`src/pkg/tcs_pkg.sv`:
```
// tcs_pkg: constants and types for the type-c status indication block
// assumes a single 250 MHz clock and an AHB-Lite register bus
package tcs_pkg;

    // state reported by the type-c state machine, same clock domain
    typedef enum logic [2:0] {
        tcs_st_unattached,
        tcs_st_attached_snk,
        tcs_st_attached_src,
        tcs_st_audio_acc,
        tcs_st_dbg_acc_snk,
        tcs_st_unor_dbg_src,
        tcs_st_or_dbg_src,
        tcs_st_other
    } tcs_tc_state_e;

    // register byte offsets
    localparam logic [7:0] TCS_OFS_STATUS   = 8'h00;
    localparam logic [7:0] TCS_OFS_INT_STAT = 8'h04;
    localparam logic [7:0] TCS_OFS_INT_MASK = 8'h08;
    localparam logic [7:0] TCS_OFS_CTRL     = 8'h0C;
    localparam logic [7:0] TCS_OFS_PINS     = 8'h10;
    localparam logic [7:0] TCS_OFS_NONE     = 8'hFC;

    // status and control field positions
    localparam int TCS_BIT_VALID   = 0;
    localparam int TCS_BIT_ATTACH  = 1;
    localparam int TCS_BIT_SNK_DBG = 2;
    localparam int TCS_BIT_SRC_DBG = 3;
    localparam int TCS_BIT_ORIENT  = 4;
    localparam int TCS_BIT_VC_CC1  = 5;
    localparam int TCS_BIT_VC_CC2  = 6;
    localparam int TCS_BIT_VC_EN   = 0;

    // field widths
    localparam int TCS_LIVE_W = 7;
    localparam int TCS_EVT_W  = 5;
    localparam int TCS_SYNC_W = 7;

    // values after reset
    localparam logic [TCS_LIVE_W-1:0] TCS_LIVE_RST = 7'h00;
    localparam logic [TCS_EVT_W-1:0]  TCS_FLAG_RST = 5'h00;
    localparam logic [TCS_EVT_W-1:0]  TCS_MASK_RST = 5'h00;
    localparam logic                  TCS_VCEN_RST = 1'b0;
    localparam logic [TCS_SYNC_W-1:0] TCS_SYNC_RST = 7'h7C;

    // ahb encodings
    localparam logic [2:0] TCS_HSIZE_WORD = 3'h2;
    localparam logic       TCS_HRESP_OKAY = 1'b0;

endpackage : tcs_pkg

```
`src/pkg/tcs_reg_if.sv`:
```
// tcs_reg_if: register access strobes between bus slave and status core
// assumes both ends on clock_i; strobes are one-cycle pulses
`timescale 1ns/1ns
`default_nettype none
interface tcs_reg_if;
    logic        wr;
    logic        rd;
    logic [7:0]  addr;
    logic [31:0] wdata;
    logic [31:0] rdata;

    modport bus_side (output wr, output rd, output addr, output wdata, input rdata);
    modport reg_side (input wr, input rd, input addr, input wdata, output rdata);
endinterface : tcs_reg_if
`default_nettype wire

```
`src/rtl/tcs_sync.sv`:
```
// tcs_sync: three-stage synchroniser with agreement filter
// assumes inputs are asynchronous levels; output moves when stages 2 and 3 agree
`timescale 1ns/1ns
`default_nettype none
module tcs_sync #(
    parameter int              W       = 1,
    parameter logic [W-1:0]    RST_VAL = '0
) (
    input  wire logic          clock_i,
    input  wire logic          rst_i,
    input  wire logic [W-1:0]  d_i,
    output logic      [W-1:0]  q_o
);
    typedef struct packed {
        logic [W-1:0] s1;
        logic [W-1:0] s2;
        logic [W-1:0] s3;
        logic [W-1:0] q;
    } tcs_sync_s;

    tcs_sync_s sync_reg;
    tcs_sync_s sync_next;
    logic [W-1:0] agree;

    // stage 1 feeds only stage 2, so no gate sees a metastable value
    always_comb begin
        sync_next    = sync_reg;
        sync_next.s1 = d_i;
        sync_next.s2 = sync_reg.s1;
        sync_next.s3 = sync_reg.s2;
        agree        = ~(sync_reg.s2 ^ sync_reg.s3);
        sync_next.q  = (sync_reg.s2 & agree) | (sync_reg.q & ~agree);
    end

    // state register
    always_ff @(posedge clock_i or posedge rst_i) begin
        if (rst_i) begin
            sync_reg <= {4{RST_VAL}};
        end else begin
            sync_reg <= sync_next;
        end
    end

    assign q_o = sync_reg.q;
endmodule : tcs_sync
`default_nettype wire

```
`src/rtl/tcs_ahb_slave.sv`:
```
// tcs_ahb_slave: AHB-Lite slave turning bus transfers into register strobes
// assumes a single master and that hready_i is this slave's own hreadyout_o
`timescale 1ns/1ns
`default_nettype none
module tcs_ahb_slave (
    input  wire logic        clock_i,
    input  wire logic        rst_i,
    input  wire logic        hsel_i,
    input  wire logic [31:0] haddr_i,
    input  wire logic [1:0]  htrans_i,
    input  wire logic        hwrite_i,
    input  wire logic [2:0]  hsize_i,
    input  wire logic [31:0] hwdata_i,
    input  wire logic        hready_i,
    output logic             hreadyout_o,
    output logic             hresp_o,
    output logic      [31:0] hrdata_o,
    tcs_reg_if.bus_side      regs
);
    import tcs_pkg::*;

    typedef enum logic [1:0] {tcs_bs_idle, tcs_bs_write, tcs_bs_read1, tcs_bs_read2} tcs_bs_e;
    typedef struct packed {
        tcs_bs_e     state;
        logic [7:0]  addr;
        logic        word_ok;
        logic [31:0] rdata;
    } tcs_bs_s;

    tcs_bs_s bs_reg;
    tcs_bs_s bs_next;
    logic    accept;

    // reads take one wait state so hrdata comes from a flop
    always_comb begin
        bs_next = bs_reg;
        accept  = hsel_i & htrans_i[1] & hready_i;
        if (bs_reg.state == tcs_bs_read1) begin
            bs_next.rdata = regs.rdata;
            bs_next.state = tcs_bs_read2;
        end else if (accept) begin
            bs_next.addr    = (haddr_i[31:8] == 24'h000000) ? haddr_i[7:0] : TCS_OFS_NONE;
            bs_next.word_ok = (hsize_i == TCS_HSIZE_WORD);
            bs_next.state   = hwrite_i ? tcs_bs_write : tcs_bs_read1;
        end else begin
            bs_next.state = tcs_bs_idle;
        end
    end

    // state register
    always_ff @(posedge clock_i or posedge rst_i) begin
        if (rst_i) begin
            bs_reg <= '{state: tcs_bs_idle, addr: 8'h00, word_ok: 1'b0, rdata: 32'h00000000};
        end else begin
            bs_reg <= bs_next;
        end
    end

    // strobes; sub-word writes are dropped, answer stays okay
    assign regs.wr     = (bs_reg.state == tcs_bs_write) & bs_reg.word_ok;
    assign regs.rd     = (bs_reg.state == tcs_bs_read1);
    assign regs.addr   = bs_reg.addr;
    assign regs.wdata  = hwdata_i;
    assign hreadyout_o = (bs_reg.state != tcs_bs_read1);
    assign hresp_o     = TCS_HRESP_OKAY;
    assign hrdata_o    = bs_reg.rdata;
endmodule : tcs_ahb_slave
`default_nettype wire

```
`src/rtl/tcs_status_top.sv`:
```
// tcs_status_top: type-c status indicator pins, vconn routing and mirror registers
// assumes type-c state machine inputs on clock_i; sense inputs are asynchronous
// Behaviour
// bus-valid pin asserts only when attached, power sensed and within range
// attach pin asserts when a source-to-sink connection is established
// attach pin also asserts when an accessory is connected
// sink debug pin asserts only in sink role debug-accessory state
// source debug pin asserts only in source role debug-accessory states
// orientation pin released when channel one carries the cc line
// orientation pin driven low when channel two carries the cc line
// every indicator is active-low open drain: pull low or release
// reset input is active high and holds the logic in reset
// source with connection and switch enabled powers the unused channel
// attach state readable in a status register bit
// orientation readable in a status register bit
// during reset all indicators released and mirror bits cleared
//
// The address map and the AHB-Lite slave port were chosen for this implementation.
`timescale 1ns/1ns
`default_nettype none
module tcs_status_top (
    input  wire logic                   clock_i,
    input  wire logic                   rst_i,
    input  wire tcs_pkg::tcs_tc_state_e tc_state_i,
    input  wire logic                   src_role_i,
    input  wire logic                   cc2_active_i,
    input  wire logic                   bus_power_sense_i,
    input  wire logic                   bus_power_in_range_i,
    input  wire logic                   bus_power_valid_n_in_i,
    output logic                        bus_power_valid_n_o,
    output logic                        bus_power_valid_n_oe_n_o,
    input  wire logic                   attach_n_in_i,
    output logic                        attach_n_o,
    output logic                        attach_n_oe_n_o,
    input  wire logic                   sink_dbg_acc_n_in_i,
    output logic                        sink_dbg_acc_n_o,
    output logic                        sink_dbg_acc_n_oe_n_o,
    input  wire logic                   source_dbg_acc_n_in_i,
    output logic                        source_dbg_acc_n_o,
    output logic                        source_dbg_acc_n_oe_n_o,
    input  wire logic                   orient_n_in_i,
    output logic                        orient_n_o,
    output logic                        orient_n_oe_n_o,
    output logic                        vconn_cc1_en_o,
    output logic                        vconn_cc2_en_o,
    output logic                        irq_o,
    input  wire logic                   hsel_i,
    input  wire logic [31:0]            haddr_i,
    input  wire logic [1:0]             htrans_i,
    input  wire logic                   hwrite_i,
    input  wire logic [2:0]             hsize_i,
    input  wire logic [31:0]            hwdata_i,
    input  wire logic                   hready_i,
    output logic                        hreadyout_o,
    output logic                        hresp_o,
    output logic      [31:0]            hrdata_o
);
    import tcs_pkg::*;

    typedef struct packed {
        logic [TCS_LIVE_W-1:0] live;
        logic [TCS_EVT_W-1:0]  flags;
        logic [TCS_EVT_W-1:0]  mask;
        logic                  vconn_sw_en;
        logic                  irq;
    } tcs_core_s;

    tcs_core_s               core_reg;
    tcs_core_s               core_next;
    logic [TCS_SYNC_W-1:0]   sync_d;
    logic [TCS_SYNC_W-1:0]   sync_q;
    logic                    sense_q;
    logic                    range_q;
    logic                    attached;
    logic                    src_conn;
    logic [TCS_EVT_W-1:0]    events;
    logic [TCS_EVT_W-1:0]    clear;
    logic [31:0]             rd_mux;

    tcs_reg_if regs ();

    // any state in which a partner of some kind is attached
    function automatic logic is_attached(input tcs_tc_state_e st);
        is_attached = (st == tcs_st_attached_snk) || (st == tcs_st_attached_src) ||
                      (st == tcs_st_audio_acc) || (st == tcs_st_dbg_acc_snk) ||
                      (st == tcs_st_unor_dbg_src) || (st == tcs_st_or_dbg_src);
    endfunction : is_attached

    // both source-side debug accessory states
    function automatic logic is_src_dbg(input tcs_tc_state_e st);
        is_src_dbg = (st == tcs_st_unor_dbg_src) || (st == tcs_st_or_dbg_src);
    endfunction : is_src_dbg

    // analog comparator results and pin readback cross into clock_i
    assign sync_d = {orient_n_in_i, source_dbg_acc_n_in_i, sink_dbg_acc_n_in_i,
                     attach_n_in_i, bus_power_valid_n_in_i,
                     bus_power_in_range_i, bus_power_sense_i};

    tcs_sync #(
        .W       (TCS_SYNC_W),
        .RST_VAL (TCS_SYNC_RST)
    ) u_sync (
        .clock_i (clock_i),
        .rst_i   (rst_i),
        .d_i     (sync_d),
        .q_o     (sync_q)
    );

    assign sense_q = sync_q[0];
    assign range_q = sync_q[1];

    tcs_ahb_slave u_bus (
        .clock_i     (clock_i),
        .rst_i       (rst_i),
        .hsel_i      (hsel_i),
        .haddr_i     (haddr_i),
        .htrans_i    (htrans_i),
        .hwrite_i    (hwrite_i),
        .hsize_i     (hsize_i),
        .hwdata_i    (hwdata_i),
        .hready_i    (hready_i),
        .hreadyout_o (hreadyout_o),
        .hresp_o     (hresp_o),
        .hrdata_o    (hrdata_o),
        .regs        (regs.bus_side)
    );

    // indicator decode, interrupt flags and register writes
    always_comb begin
        core_next = core_reg;
        attached  = is_attached(tc_state_i);
        // valid needs attach and power in range
        core_next.live[TCS_BIT_VALID] = attached & sense_q & range_q;
        // connection or accessory
        core_next.live[TCS_BIT_ATTACH] = attached;
        // sink role debug
        core_next.live[TCS_BIT_SNK_DBG] = ~src_role_i & (tc_state_i == tcs_st_dbg_acc_snk);
        // source role debug
        core_next.live[TCS_BIT_SRC_DBG] = src_role_i & is_src_dbg(tc_state_i);
        // orientation only while attached
        core_next.live[TCS_BIT_ORIENT] = attached & cc2_active_i;
        // vconn onto the unused channel
        src_conn = src_role_i & (tc_state_i == tcs_st_attached_src) & core_reg.vconn_sw_en;
        core_next.live[TCS_BIT_VC_CC1] = src_conn & cc2_active_i;
        core_next.live[TCS_BIT_VC_CC2] = src_conn & ~cc2_active_i;
        // any change of an indicator is an event; set beats read-clear
        events = core_next.live[TCS_EVT_W-1:0] ^ core_reg.live[TCS_EVT_W-1:0];
        clear  = (regs.rd && regs.addr == TCS_OFS_INT_STAT) ? 5'h1F : 5'h00;
        core_next.flags = (core_reg.flags & ~clear) | events;
        if (regs.wr && regs.addr == TCS_OFS_INT_MASK) begin
            core_next.mask = regs.wdata[TCS_EVT_W-1:0];
        end
        if (regs.wr && regs.addr == TCS_OFS_CTRL) begin
            core_next.vconn_sw_en = regs.wdata[TCS_BIT_VC_EN];
        end
        core_next.irq = |(core_next.flags & core_next.mask);
    end

    // readback mux, unmapped reads as zero
    always_comb begin
        case (regs.addr)
            TCS_OFS_STATUS:   rd_mux = {25'h0000000, core_reg.live};
            TCS_OFS_INT_STAT: rd_mux = {27'h0000000, core_reg.flags};
            TCS_OFS_INT_MASK: rd_mux = {27'h0000000, core_reg.mask};
            TCS_OFS_CTRL:     rd_mux = {31'h00000000, core_reg.vconn_sw_en};
            TCS_OFS_PINS:     rd_mux = {27'h0000000, sync_q[6:2]};
            default:          rd_mux = 32'h00000000;
        endcase
    end
    assign regs.rdata = rd_mux;

    // active-high async reset clears mirrors, pins released
    always_ff @(posedge clock_i or posedge rst_i) begin
        if (rst_i) begin
            core_reg <= '{live: TCS_LIVE_RST, flags: TCS_FLAG_RST, mask: TCS_MASK_RST,
                          vconn_sw_en: TCS_VCEN_RST, irq: 1'b0};
        end else begin
            core_reg <= core_next;
        end
    end

    // open drain: data always low, enable low only when asserted
    assign bus_power_valid_n_o      = 1'b0;
    assign attach_n_o               = 1'b0;
    assign sink_dbg_acc_n_o         = 1'b0;
    assign source_dbg_acc_n_o       = 1'b0;
    assign orient_n_o               = 1'b0;
    assign bus_power_valid_n_oe_n_o = ~core_reg.live[TCS_BIT_VALID];
    assign attach_n_oe_n_o          = ~core_reg.live[TCS_BIT_ATTACH];
    assign sink_dbg_acc_n_oe_n_o    = ~core_reg.live[TCS_BIT_SNK_DBG];
    assign source_dbg_acc_n_oe_n_o  = ~core_reg.live[TCS_BIT_SRC_DBG];
    assign orient_n_oe_n_o          = ~core_reg.live[TCS_BIT_ORIENT];
    assign vconn_cc1_en_o           = core_reg.live[TCS_BIT_VC_CC1];
    assign vconn_cc2_en_o           = core_reg.live[TCS_BIT_VC_CC2];
    assign irq_o                    = core_reg.irq;
endmodule : tcs_status_top
`default_nettype wire

```
`config.mk`:
```
export PLATFORM = sky130hd
export DESIGN_NAME = tcs_status_top
export DESIGN_NICKNAME = d
export VERILOG_FILES = /design/src/pkg/tcs_pkg.sv /design/src/pkg/tcs_reg_if.sv /design/src/rtl/tcs_sync.sv /design/src/rtl/tcs_ahb_slave.sv /design/src/rtl/tcs_status_top.sv
export SDC_FILE = /design/constraint.sdc
export NUM_CORES = 1
export LEC_CHECK = 0
export BUFFER_PORTS_ARGS = -buffer_cell sky130_fd_sc_hd__buf_2
export CAP_MARGIN = 15
export CORE_UTILIZATION = 46
export CTS_CLUSTER_DIAMETER = 40
export DETAILED_ROUTE_END_ITERATION = 8
export GPL_ROUTABILITY_DRIVEN = 1
export PLACE_DENSITY = 0.75
export SLEW_MARGIN = 20
export SYNTH_ARGS = -nofsm -noshare
export SYNTH_HDL_FRONTEND = slang
export SYNTH_SLANG_ARGS = --single-unit
```
`constraint.sdc`:
```
create_clock -name clock_i -period 3.05 [get_ports clock_i]
set_clock_uncertainty 0.15 [all_clocks]
set_input_delay 0.305 -clock clock_i [delete_from_list [all_inputs] [get_ports clock_i]]
set_output_delay 0.305 -clock clock_i [all_outputs]
set_load 0.005 [all_outputs]
```
* Word level (Yosys, flattened, before mapping)
Cells that the tools add are included.
** Word-level totals
- Register bits after elaboration :: 90
- Input bits :: 86
- Output and inout bits :: 47
- Logic and storage cells :: 78
** Cells by class
- Eq/ne operators :: 14
- Bitwise operators :: 31
- Mux-type cells :: 7
- Reduce and logical (&&, ||, !) cells :: 13
** Operator list (number)
- $pmux 7 s5 :: 1
- $logic_not 24->1 :: 1
- $eq 8x4->1 const B :: 2
- $and 7x7->7 :: 2
- $not 7->7 :: 2
- $and 1x1->1 :: 12
- $and 5x5->5 :: 2
- $mux 5 :: 2
- $eq 3x2->1 const B :: 3
- $eq 3x3->1 const B :: 3
- $eq 8x3->1 const B :: 1
- $eq 8x5->1 const B :: 1
- $logic_not 8->1 :: 1
- $mux 8 :: 1
- $not 1->1 :: 8
- $or 7x7->7 :: 1
- $xor 7x7->7 :: 1
- $logic_or 1x1->1 :: 6
- $mux 2 :: 3
- $not 5->5 :: 1
- $or 5x5->5 :: 1
- $reduce_or 5->1 :: 1
- $xor 5x5->5 :: 1
- $eq 3x1->1 const B :: 1
- other kinds (5) :: 7

* Logic depth before layout (Yosys ltp)
- Depth after elaboration :: 12
- Mapped depth :: 7
- Depth with buffers taken out :: 6

* Hierarchy
A second synthesis with hierarchy kept.
** Unflattened totals
- Cells, all modules :: 425
- Area total of the unflattened synthesis :: 4322.9 sq um
** By module, submodules not included
- tcs_ahb_slave :: cells an instance 266, seq. area each 1076.0 sq um, instances 1, area an instance 2312.2 sq um
- tcs_status_top :: cells an instance 116, seq. area each 475.5 sq um, instances 1, area an instance 1149.9 sq um
- tcs_sync :: cells an instance 43, seq. area each 725.7 sq um, instances 1, area an instance 860.8 sq um

* Worst setup path after synthesis
OpenSTA, ideal clock, no wires.
- Path type :: register -> register
- Start :: register u_bus.bs_reg (netlist bit u_bus.regs.addr[4])
- End :: register core_reg (netlist bit irq_o)
- Data required time :: 2.768 ns
- Path buffers :: 0
- Period minus slack after synthesis :: 2.133 ns
- Setup time :: 0.132 ns
- Arrival :: 1.851 ns
- Cell stages (with the launch flop) :: 6
- Path slack :: 0.917 ns
- Cell sequence :: dfrtp_1 -> or4_4 -> nor4_4 -> mux2_2 -> a2bb2oi_2 -> nand4_1
** RTL lines
- start, declared :: RTL line tcs_ahb_slave.sv:30 : tcs_bs_s bs_reg;
- start signal, assigned :: RTL line tcs_ahb_slave.sv:53 : bs_reg <= '{state: tcs_bs_idle, addr: 8'h00, word_ok: 1'b0, rdata: 32'h00000000};
- start signal, assigned :: RTL line tcs_ahb_slave.sv:55 : bs_reg <= bs_next;
- end signal, assigned :: RTL line tcs_status_top.sv:175 : core_reg <= '{live: TCS_LIVE_RST, flags: TCS_FLAG_RST, mask: TCS_MASK_RST,
- end signal, assigned :: RTL line tcs_status_top.sv:178 : core_reg <= core_next;
- end, declared :: RTL line tcs_status_top.sv:68 : tcs_core_s core_reg;

==> key figures <==
Layout
  – Final instance area: 3380 sq um
  – Area Growth Syn to Fin: 18.5%
  – Nets: 410
  – Fill count: 511
  – Diode count: 0
  – Layout cell share with drive strength beyond 1: 0.359

Timing
  – Final setup vio count: 0
  – Slew @ Worst Pin: 0.545 ns
  – FMAX: 0.418 GHz
  – RSZ-0062 raised after global routing: false
  – Crit share post-route: 0.784
  – Final hold slack: 0.0269 ns
  – Final Max Slew Viols: 0
  – TNS Setup: 0 ns
  – Min Tclk post-route: 2.39 ns
  – Relative slew slack: 0.636
  – Final hold violation count: 0

Floorplanning
  – Die footprint: 6510 sq um
  – I/O pin count: 133
  – Die Y-Extent: 80.7 um
  – Initial core utilization: 0.479
  – Die Width: 80.7 um
  – Row Count: 28
  – Core Box Area: 5960 sq um

Setup path
  – Buf/Inv on CP: 1
  – Arrival time worst endpoint: 2.45 ns
  – Critical Path, Cell by Cell: nor2b_1 -> inv_2 -> or4_4 -> and2_1 -> o21ai_1 -> nand4_1
  – R2r worst-path depth: 6
  – Worst-path maximum fanout: 13
  – CP Depth: 6
  – R2r startpoint: u_bus.bs_reg[41]
  – Worst stage delay on the critical path: 0.62 ns
  – Crit end category: register
  – Critical path required time: 3.11 ns
  – Critical path origin: u_bus.bs_reg[41]
  – CP Class: reg2reg
  – Cell family with most CP delay: simple AND/OR/NAND/NOR gates
  – Slowest cell on crit path: or4_4
  – CP startpoint kind: register

Clock network
  – Longest Clk Path Bufs: 2
  – CTS tree: done
  – Clock Pin Slew Worst Setup and Hold Paths: 0.06 ns
  – Total clock sinks: 65
  – Clk root buf: clkbuf_8
  – H-tree depth: 3
  – Worst-Skew Late Latency: 0.34 ns
  – Quantity of gates resized following cts: 0
  – TritonCTS Buffers: 9

Global routing
  – GRT Total Usage: 0.170
  – Vias in the first global route: 1712
  – Met3 Use GR: 0.0864
  – Overflow after GRT: 0
  – Routing usage on met2: 0.252
  – First-pass GRT wire length: 7.88 mm
  – Largest net degree at the start of global routing: 27
  – Global route hottest layer: met2
  – Met1 usage: 0.213
  – Initial antenna violation count: 0

Synth
  – Simple-gate share of the synthesized area: 0.136
  – Syn Inst Count: 241
  – Main flop type after synthesis: dfrtp_1
  – Post-synth top area share: 0.395
  – Mux cell area share after synthesis: 0.0452
  – Post-synthesis async set-or-reset flop share: 1.00
  – Post-Synth XOR/XNOR Area: 0.0154
  – Synth Area per Inst: 11.8 sq um
  – Post-synth top cells: 45 x dfrtp_1, 38 x buf_4, 20 x dfstp_2, 18 x nor2_1, 13 x inv_1
  – Largest family of logic cells by synthesized area: simple AND/OR/NAND/NOR gates
  – Seq/Total Area, Yosys: 0.579
  – Number of flops mapped to enable cells by yosys: 0
  – Compound-Gate Fraction of Synth Area: 0.0742
  – Cell with the most instances after synthesis: dfrtp_1
  – Dominant cells by area after synthesis: dfrtp_1 40%, dfstp_2 18%, buf_4 10%
  – Synthesized cell area: 2850 sq um
  – Post-synthesis adder-cell area fraction: 0.0246
  – Leading area contributor after synthesis: dfrtp_1
  – Synth warn: 0
  – Yosys cell types: 42
  – Flops & latches, synth: 65

Placement
  – Cell Area, Placed: 3140 sq um
  – DP HPWL: 3.86 mm
  – Buffers on Ports: 73
  – Routability Congestion: 0.734

Drt
  – Final antenna-violating net count: 0
  – DR WL/cell: 12.5 um
  – Routed vias/inst: 4.64
  – DRT Wirelength: 5.04 mm
  – TritonRoute pass-1 iters: 4
  – DRT iter0 DRCs: 99
  – Post-route DRC: 0
  – Via count: 1875

Pwr
  – Leakage: 0.00161 uW
  – Pwr Density: 525 nW/um^2
  – Power consumption: 1780 uW
  – Max VDD drop: 0.428 mV

Min path
  – Hold Path Class: in2reg
  – Hold path startpoint: src_role_i
  – Hold path depth: 2

Outcome
  – Status: finished clean

Job
  – Max Cap Violations: 0
routing by layer:
metal / vias to the layer above / routed length (um) / part of all wire
met5: - / 0 / 0
li1: 926 / - / -
met2: 60 / 2370 / 0.47
met1: 882 / 2250 / 0.45
met4: 0 / 67 / 0.013
met3: 7 / 358 / 0.071
logic make-up after synthesis:
logic type,count (synthesis)
and+or+nand+nor,67
DFF,65
buffers and inverters,56
AOI/OAI and AO/OA,29
muxes,11
adders and majority gates,7
xor gates and xnor gates,5
other,1
final timing paths:
path                                              end  slack [ns]
hold / removal                           core_reg[14]        0.03
min in group asynchronous  asynchronous set/reset pin        0.34
max in group asynchronous         u_sync.sync_reg[13]        1.70
setup / recovery                                irq_o        0.66
setup reg to reg                                irq_o        0.66
hold reg to reg                   u_sync.sync_next[8]        0.20
layout by cell type (no fill, tap or decap), types with 3 or more instances in the layout:
master and instances:
buf_2 73, dfrtp_1 45, conb_1 31, dfstp_2 20
nor2_1 18, inv_1 12, nand2_1 10, clkbuf_8 9
dlygate4sd3_1 9, o21ai_0 8, maj3_1 7, nor4_1 6
clkbuf_1 6, nand3_1 5, mux2i_1 5, o22a_1 5
or2_1 4, mux2_2 4, and2_1 4, xnor2_1 4
a221oi_1 4, nand4_1 3, o21ai_1 3, a22o_1 3
power breakdown:
part           switching (uW)  internal [uW]
registers                32.7            941
logic                     119            104
clock network             284            295
total                     435           1340
what timing repair did:
item,in CTS,in global routing
buffers inserted,0,0
hold buffers,9,0
endpoints found under the hold margin,16,0
final cells by class:
type / count / area (sq um) / area share
Sequential cell: 65 / 1650 / 0.489
Multi-Input combinational cell: 150 / 958 / 0.284
Timing Repair Buffer: 84 / 470 / 0.139
Clock buffer: 15 / 146 / 0.0433
Tap cell: 75 / 93.8 / 0.0278
Inverter: 14 / 52.6 / 0.0156
Clock inverter: 1 / 5.00 / 0.00148
metrics by stage:
step / std cells / setup slack [ns] / utilization
floorplan: 271 / 0.917 / -
global placement: 379 / 0.662 / 0.527
detailed placement: 379 / 0.616 / 0.527
CTS: 404 / 0.609 / 0.567
global route: 404 / 0.519 / 0.567
finish: 404 / 0.658 / 0.567
Note: power is estimated with default switching activity, not from simulation.
